**src/include/cfg_bank_defines.svh**
```systemverilog
`ifndef CFG_BANK_DEFINES_SVH
`define CFG_BANK_DEFINES_SVH
// Register indices, byte address is four times the index
`define IDX_MASK 10'h01a
`define IDX_PWI 10'h01b
`define IDX_ANG 10'h01c
`define IDX_STATUS 10'h010
// Writable bits of each word
`define MASK_WR 24'hdf_fc00
`define PWI_WR 24'hff_7fff
`define ANG_WR 24'hff_ffff
// Reset values
`define MASK_RST 24'h00_0000
`define PWI_RST 24'h00_0000
`define ANG_RST 24'h00_0000
// Error mask word
`define MSK_WARN 11
// Interface word
`define PWI_CHK 0
`define PWI_S17 1
`define PWI_TRN 2
`define PWI_DM 3
`define PWI_ZAL 7
`define PWI_LS 10
`define PWI_ELI 11
`define PWI_PES 12
`define PWI_PEO 13
`define PWI_PHE 14
`define PWI_FRQ_LO 16
`define PWI_BND_LO 20
`define PWI_PEN 23
// Angle word
`define ANG_OFS_LO 0
`define ANG_HYS_LO 12
`define ANG_DIR 18
`define ANG_FLIP 19
`define ANG_AVG_LO 20
// Timing and limits
`define AVG_MAX 4'h c
`define HALF_TURN 12'h800
`endif

```
**src/include/cfg_bank_pkg.sv**
```systemverilog
package cfg_bank_pkg;
    typedef enum logic [1:0] {
        pwm_normal,
        pwm_fault_duty,
        pwm_tristate
    } pwm_mode_t;

    typedef struct packed {
        logic [23:0] msk;
        logic [23:0] pwm_interface_config;
        logic [23:0] direction_offset_config;
        logic [31:0] rdata;
        logic ready;
        logic slverr;
        logic fault;
        logic caution;
        logic chk_en;
        logic clk_ign;
        logic coded_dis;
        logic chk_err;
        logic coded_acc;
        logic [11:0] held;
        logic [11:0] angle;
        logic angle_valid;
        logic [11:0] turn;
        logic [11:0] pwm_angle;
        logic [23:0] avg_acc;
        logic [12:0] avg_cnt;
        logic [17:0] pwm_cnt;
        logic pwm_out;
        logic pwm_oe;
        logic trist;
        pwm_mode_t mode;
    } state_t;
endpackage

```
**src/logic/error_mask_pwm_angle_config.sv**
```systemverilog
// Functional notes
// - Set mask bits keep faults off summary
// - Warning mask suppresses caution summary bit
// - Frame checksum checked only when enabled
// - Optional ignore of seventeenth serial clock
// - Turns angle filtered or unfiltered by select
// - Coded supply input ignored when disabled
// - Offset before or after correction stage
// - Span bit picks 22.5 or 45 degrees
// - Correction applied only when enabled
// - Fault tristates PWM until reset/enable clear
// - Fault halves carrier, outputs error duty
// - Fault response only with fault enable
// - PWM angle optionally through deadband filter
// - Carrier from rate and band fields
// - PWM pin tristate unless enabled
// - Zero offset subtracted from angle
// - Deadband threshold in four fine units
// - Direction bit reverses angle sense
// - Die flip adds half turn last
// - Average two to N, N capped 12
//
// Local design decision: the APB interface to the registers.
`timescale 1ns/1ns
`include "cfg_bank_defines.svh"
`default_nettype none
module error_mask_pwm_angle_config #(
    parameter int PWM_UNIT = 16
) (
    input wire logic pclk,
    input wire logic presetn,
    input wire logic psel,
    input wire logic penable,
    input wire logic pwrite,
    input wire logic [11:0] paddr,
    input wire logic [31:0] pwdata,
    output logic [31:0] prdata,
    output logic pready,
    output logic pslverr,
    input wire logic sample_valid,
    input wire logic [11:0] raw_angle,
    input wire logic [11:0] correction,
    input wire logic [23:0] fault_active,
    input wire logic [23:0] warning_active,
    input wire logic [7:0] fault_duty,
    input wire logic frame_done,
    input wire logic frame_check_ok,
    input wire logic coded_valid,
    output logic summary_fault_flag,
    output logic caution_summary_bit,
    output logic frame_check_enable,
    output logic extra_clock_ignore,
    output logic coded_input_disable,
    output logic frame_check_error,
    output logic coded_accept,
    output logic [11:0] angle,
    output logic angle_valid,
    output logic [11:0] turn_angle_register,
    output logic pwm_out,
    output logic pwm_oe,
    output cfg_bank_pkg::pwm_mode_t pwm_mode
);
    import cfg_bank_pkg::*;

    initial begin
        if (PWM_UNIT < 1 || PWM_UNIT > 32) begin
            $error("PWM_UNIT out of range");
        end
    end

    localparam logic [17:0] UNIT = 18'(PWM_UNIT);

    state_t s_q;
    state_t s_d;

    logic acc_phase;
    logic [9:0] idx;
    logic hit_mask;
    logic hit_pwi;
    logic hit_ang;
    logic hit_stat;
    logic [11:0] ofs;
    logic [11:0] corr;
    logic [11:0] a_pre;
    logic [11:0] a_lin;
    logic [11:0] a_ofs;
    logic [11:0] a_dir;
    logic [11:0] diff;
    logic [11:0] mag;
    logic [11:0] held_n;
    logic [11:0] fin_unf;
    logic [11:0] fin_flt;
    logic [11:0] flip;
    logic [3:0] depth;
    logic [12:0] last;
    logic [24:0] sum;
    logic [17:0] period;
    logic [17:0] hi_time;
    logic [29:0] prod;
    logic err_on;
    logic [11:0] pwm_ang_n;

    assign acc_phase = psel && penable;
    assign idx = paddr[11:2];
    assign hit_mask = (idx == `IDX_MASK);
    assign hit_pwi = (idx == `IDX_PWI);
    assign hit_ang = (idx == `IDX_ANG);
    assign hit_stat = (idx == `IDX_STATUS);

    always_comb begin
        s_d = s_q;
        // Bus slave, one wait cycle then answer
        s_d.ready = acc_phase && !s_q.ready;
        s_d.slverr = 1'b0;
        if (acc_phase && !s_q.ready) begin
            s_d.slverr = !(hit_mask || hit_pwi || hit_ang || hit_stat);
            if (hit_mask) begin
                s_d.rdata = {8'h00, s_q.msk};
            end else if (hit_pwi) begin
                s_d.rdata = {8'h00, s_q.pwm_interface_config};
            end else if (hit_ang) begin
                s_d.rdata = {8'h00, s_q.direction_offset_config};
            end else if (hit_stat) begin
                s_d.rdata = {5'h00, s_q.trist, s_q.caution, s_q.fault, s_q.turn, s_q.angle};
            end else begin
                s_d.rdata = 32'h0000_0000;
            end
        end
        if (acc_phase && s_q.ready && pwrite) begin
            if (hit_mask) begin
                s_d.msk = pwdata[23:0] & `MASK_WR;
            end
            if (hit_pwi) begin
                s_d.pwm_interface_config = pwdata[23:0] & `PWI_WR;
            end
            if (hit_ang) begin
                s_d.direction_offset_config = pwdata[23:0] & `ANG_WR;
            end
        end

        // Summary flags
        s_d.fault = |(fault_active & ~s_q.msk & ~24'h00_0800);
        s_d.caution = |warning_active && !s_q.msk[`MSK_WARN];

        // Serial port options
        s_d.chk_en = s_q.pwm_interface_config[`PWI_CHK];
        s_d.clk_ign = s_q.pwm_interface_config[`PWI_S17];
        s_d.coded_dis = s_q.pwm_interface_config[`PWI_DM];
        s_d.chk_err = frame_done && s_q.pwm_interface_config[`PWI_CHK] && !frame_check_ok;
        s_d.coded_acc = coded_valid && !s_q.pwm_interface_config[`PWI_DM];

        // Angle path
        ofs = s_q.direction_offset_config[`ANG_OFS_LO +: 12];
        a_pre = s_q.pwm_interface_config[`PWI_ZAL] ? raw_angle : raw_angle - ofs;
        if (s_q.pwm_interface_config[`PWI_LS]) begin
            corr = {{2{correction[11]}}, correction[11:2]};
        end else begin
            corr = {{3{correction[11]}}, correction[11:3]};
        end
        a_lin = s_q.pwm_interface_config[`PWI_ELI] ? a_pre - corr : a_pre;
        a_ofs = s_q.pwm_interface_config[`PWI_ZAL] ? a_lin - ofs : a_lin;
        a_dir = s_q.direction_offset_config[`ANG_DIR] ? 12'h000 - a_ofs : a_ofs;
        diff = a_dir - s_q.held;
        mag = diff[11] ? 12'h000 - diff : diff;
        // Threshold LSB is four units at 14 bits, one unit here
        if (mag > {6'h00, s_q.direction_offset_config[`ANG_HYS_LO +: 6]}) begin
            held_n = a_dir;
        end else begin
            held_n = s_q.held;
        end
        flip = s_q.direction_offset_config[`ANG_FLIP] ? `HALF_TURN : 12'h000;
        fin_unf = a_dir + flip;
        fin_flt = held_n + flip;
        pwm_ang_n = s_q.pwm_interface_config[`PWI_PHE] ? fin_flt : fin_unf;

        // Averaging
        depth = s_q.direction_offset_config[`ANG_AVG_LO +: 4];
        if (depth > `AVG_MAX) begin
            depth = `AVG_MAX;
        end
        last = 13'((14'h0001 << depth) - 14'h0001);
        sum = {1'b0, s_q.avg_acc} + {13'h0000, fin_unf};
        s_d.angle_valid = 1'b0;
        if (sample_valid) begin
            s_d.held = held_n;
            s_d.turn = s_q.pwm_interface_config[`PWI_TRN] ? fin_flt : fin_unf;
            s_d.pwm_angle = pwm_ang_n;
            if (s_q.avg_cnt >= last) begin
                s_d.angle = 12'(sum >> depth);
                s_d.angle_valid = 1'b1;
                s_d.avg_acc = 24'h00_0000;
                s_d.avg_cnt = 13'h0000;
            end else begin
                s_d.avg_acc = sum[23:0];
                s_d.avg_cnt = s_q.avg_cnt + 13'h0001;
            end
        end

        // PWM fault handling
        err_on = s_q.fault;
        if (!s_q.pwm_interface_config[`PWI_PEO]) begin
            s_d.trist = 1'b0;
            s_d.mode = pwm_normal;
        end else if (s_q.trist || (err_on && !s_q.pwm_interface_config[`PWI_PES])) begin
            s_d.trist = 1'b1;
            s_d.mode = pwm_tristate;
        end else if (err_on) begin
            s_d.mode = pwm_fault_duty;
        end else begin
            s_d.mode = pwm_normal;
        end

        // PWM carrier
        period = 18'(18'({14'h0000, s_q.pwm_interface_config[`PWI_FRQ_LO +: 4]} + 18'h0_0001) * UNIT);
        period = period << s_q.pwm_interface_config[`PWI_BND_LO +: 3];
        if (s_q.mode == pwm_fault_duty) begin
            period = period << 1;
            prod = 30'(period) * {22'h00_0000, fault_duty};
            hi_time = prod[25:8];
        end else begin
            prod = 30'(period) * {18'h0_0000, s_q.pwm_angle};
            hi_time = prod[29:12];
        end
        if (s_q.pwm_cnt >= period - 18'h0_0001) begin
            s_d.pwm_cnt = 18'h0_0000;
        end else begin
            s_d.pwm_cnt = s_q.pwm_cnt + 18'h0_0001;
        end
        s_d.pwm_oe = s_q.pwm_interface_config[`PWI_PEN] && s_d.mode != pwm_tristate;
        s_d.pwm_out = s_d.pwm_oe && (s_q.pwm_cnt < hi_time);
    end

    always_ff @(posedge pclk or negedge presetn) begin
        if (!presetn) begin
            s_q <= '0;
            s_q.msk <= `MASK_RST;
            s_q.pwm_interface_config <= `PWI_RST;
            s_q.direction_offset_config <= `ANG_RST;
            s_q.mode <= pwm_normal;
        end else begin
            s_q <= s_d;
        end
    end

    assign prdata = s_q.rdata;
    assign pready = s_q.ready;
    assign pslverr = s_q.slverr;
    assign summary_fault_flag = s_q.fault;
    assign caution_summary_bit = s_q.caution;
    assign frame_check_enable = s_q.chk_en;
    assign extra_clock_ignore = s_q.clk_ign;
    assign coded_input_disable = s_q.coded_dis;
    assign frame_check_error = s_q.chk_err;
    assign coded_accept = s_q.coded_acc;
    assign angle = s_q.angle;
    assign angle_valid = s_q.angle_valid;
    assign turn_angle_register = s_q.turn;
    assign pwm_out = s_q.pwm_out;
    assign pwm_oe = s_q.pwm_oe;
    assign pwm_mode = s_q.mode;
endmodule
`default_nettype wire

```
**config.mk**
```make
export PLATFORM = sky130hd
export DESIGN_NAME = error_mask_pwm_angle_config
export DESIGN_NICKNAME = d
export VERILOG_FILES = /design/src/include/cfg_bank_pkg.sv /design/src/logic/error_mask_pwm_angle_config.sv
export VERILOG_INCLUDE_DIRS = /design/src /design/src/include
export SDC_FILE = /design/constraint.sdc
export NUM_CORES = 1
export LEC_CHECK = 0
export ABC_AREA = 1
export BUFFER_PORTS_ARGS = -buffer_cell sky130_fd_sc_hd__buf_4
export CAP_MARGIN = 10
export CORE_MARGIN = 2
export CORE_UTILIZATION = 62
export CTS_CLUSTER_DIAMETER = 40
export DETAILED_ROUTE_END_ITERATION = 12
export MAX_ROUTING_LAYER = met4
export PLACE_DENSITY = 0.81
export SYNTH_ARGS = -nofsm -noshare
export SYNTH_HDL_FRONTEND = slang
export SYNTH_SLANG_ARGS = --single-unit
```
**constraint.sdc**
```tcl
create_clock -name pclk -period 8.6 [get_ports pclk]
set_clock_uncertainty 0.15 [all_clocks]
set_input_delay 0.86 -clock pclk [delete_from_list [all_inputs] [get_ports pclk]]
set_output_delay 0.86 -clock pclk [all_outputs]
set_load 0.01 [all_outputs]
```
==> key figures <==
Global routing
  – Total global-route track usage: 38.32%
  – Initial antenna violation count: 1
  – Grt total ovfl: 0
  – Via count of the first global-routing pass: 22199
  – First-pass GRT wire length: 114300 um
  – Pin count of the biggest net entering global routing: 125

STA
  – Final Slew Violations: 0
  – Fin crit share: 94.21%
  – Slew of the pin with the lowest slew margin: 1.104 ns
  – Unrepaired setup endpoints after global routing: true
  – Final Hold Vio Count: 0
  – FMAX: 123.4 MHz
  – Minimum clock period after layout: between 8 and 9 ns
  – Setup TNS: 0 ns
  – Slew HR: 26.39%
  – Setup Viol. Count Final: 0

Die
  – Die W: 199.0 um
  – Height of the die: 199.0 um
  – Initial Utilization: 62.75%
  – Core area: 37580 um^2
  – Cell row count: 71
  – # IOs: 203
  – Die area: approximately 40000 um^2

Finish
  – Area Growth Syn to Fin: 13.63%
  – Layout cells sized above 1: about an eighth
  – Non-Filler Instances: 3917
  – Final net count: 3891

Clocking
  – CTS clk-pin slew, worst paths: 0.06 ns
  – Clk_lat worst skew: about 0.58 ns
  – Clk sinks: 205
  – CTS tree: done
  – Root Driver: clkbuf_16
  – CTS max path bufs: 3
  – CTS H-tree depth: 2
  – Hold-fix buffers, CTS: 0
  – CTS Buf Count: 38

Critical path
  – Critical-path top delay cell: dfrtp_1
  – Worst r2r src: ofs[0]
  – CP max stage delay: 0.44 ns
  – CP Buf/Inv Count: 6
  – Critical Path Sink Type: register
  – Worst Path Arrival: 8.35 ns
  – CP max FO: 6
  – Element type at the critical path start: register
  – Crit path kind: register to register
  – CP Launch Point: ofs[0]
  – CP delay by family, top: compound AO/OA/AOI/OAI gates
  – Worst path required time: 8.85 ns
  – Most frequent CP cell: nand2_1

Placement
  – I/O Buffers: 184
  – Dpl cells: 3840
  – Post-DP HPWL: roughly 56000 um
  – GP Congestion: 0.9862

Power and ir drop
  – Sw Share: about a third
  – Design Power: 3547 uW
  – Fraction of power consumed by sequential logic: 30.5%
  – Power Density: ~130 nW/um^2
  – Clock network power share: ~44%
  – Gate power share: a little over a quarter
  – VDD IR max: 138.2 uV
  – Internal Pwr Total: between 2000 and 2500 uW
  – Static leakage power: around 0.014 uW
  – P_sw: 1236 uW

Logic synthesis
  – EDFF count, synth: 0
  – Largest cells by area after synthesis: dfrtp_1, fa_1, nand2_1
  – Syn avg cell area: about 7.3 um^2
  – Ys async rst share: between 90% and 100%
  – Synthesized cell area: 23580 um^2
  – Synth Instances: 3238
  – Netlist cell types: 67
  – Leading area contributor after synthesis: dfrtp_1
  – Yosys Warn Count: 0
  – Synthesized flop and latch total: 205
  – Yosys top cell area share: 21.76%
  – Top-count cell post-synth: nand2_1
  – Sequential share of the synthesized area: ~22%
  – Synth Flop Type: dfrtp_1
  – Ranking of synthesized cells by instance count: nand2_1, inv_1, nor2_1

Detailed routing
  – Initial DRC Count: 1719
  – Total Wirelength: 71780 um
  – Via/cell ratio: around 5.7
  – Routed wire per std cell: 18.32 um
  – Residual DRC count: 0
  – DR pass1 iterations: 8
  – Post-DRT Antenna Nets: 0
  – Routed via count: 22189

Flow run
  – Max Cap Viol: 0

Min path
  – HP Class: primary input to async pin

Outcome
  – Status: completed
through the flow:
| stage | hold WS, ns | setup slack, ns | utilization, % | instance area (um^2) |
|---|---|---|---|---|
| after floorplan | 0.2244 | 0.7400 | - | 23590 |
| after global placement | 0.2401 | 0.008809 | 67.26 | 25280 |
| after detailed placement | 0.2454 | -0.2137 | 67.26 | 25280 |
| after CTS | 0.2618 | 0.1378 | 70.75 | 26590 |
| after global routing | 0.2793 | -0.03887 | 71.30 | 26790 |
| final | 0.2009 | 0.4979 | 71.30 | 26790 |
final timing paths:
check	end	slack [ns]	depth (start not counted)
worst max-delay path	turn_angle_register[5]	0.50	51
worst min-delay path	s_q[13]	0.20	1
worst max register to register	turn_angle_register[5]	0.50	51
worst min register to register	extra_clock_ignore	0.28	0
max in group asynchronous	angle_valid	6.28	2
min in group pclk	extra_clock_ignore	0.28	0
cell type report:
cell class              count  area [um^2]
repair buffers            261         1983
clock inverters            28        339.1
multi-input cells        2316        15640
well taps                 511        639.4
diodes                      2        5.005
fillers                  3122        10780
flip-flops and latches    205         5131
inverters                 553         2082
clock buffers              41        972.2
kinds of logic (layout without fill, tap and decap cells):
logic type                 Yosys count  count (layout)  share of synthesized area [%]
xor gates and xnor gates            83              83                          3.115
buffers and inverters              721             883                          12.61
and+or+nand+nor                   1340            1340                          24.22
muxes                                8               8                         0.3449
AOI/OAI and AO/OA                  497             497                          12.36
DFF                                205             205                          21.76
other                                1               7                        0.01590
adders and majority gates          383             383                          25.58
state kept, by name, indices dropped and copies added (netlist names), 2 cells and up:
register	count
angle	12
turn_angle_register	12
ofs	12
pwm_mode	2
prdata	27
s_q	125
s_d	3
metal layers:
metal  GRT usage [%]  share of wire [%]  wire (um)
met3           5.951                6.4       4600
met2           64.58                 49      35190
met4           24.27                7.1       5066
met1           42.64                 38      26920
met5               -                  0          0
power by group through the flow:
stage / clock network (uW) / registers (uW) / logic (uW)
after detailed placement: 0 / 1100 / 890
after global routing: 1600 / 1090 / 1040
after global placement: 0 / 1090 / 869
after CTS: 1560 / 1080 / 895
after floorplan: 0 / 1060 / 637
final: 1540 / 1080 / 921
cells in the final DEF, fill, tap and decap left out, drive strengths merged, types with 3 or more instances in the layout:
cell type  netlist  routed
o31ai            4       4
a21oi          123     123
o21ai          253     253
nor3            34      34
bufinv           0       3
nand3          153     153
nor2           252     252
nor3b            7       7
a21o             6       6
o21bai          10      10
conb             1       5
o22ai           26      26
o2111ai          8       8
clkinv          11      19
a221oi          13      13
mux2i            7       7
xnor2           19      19
inv            542     555
nand4           23      23
dfrtp          205     205
nand3b           4       4
o21a             8       8
clkinvlp         0       4
or2             26      26
a32oi            4       4
o211ai           8       8
buf             80     261
a211oi           5       5
xor2            64      64
clkbuf          88      41
nand2          813     813
a31oi           14      14
and2             4       4
fa             165     165
ha             218     218
nor4            21      21
timing repair:
item	CTS	global route
gates resized for setup	0	40
setup buffers	0	6
endpoints found under the setup margin	0	41
Power figures use the tool's default switching activity.
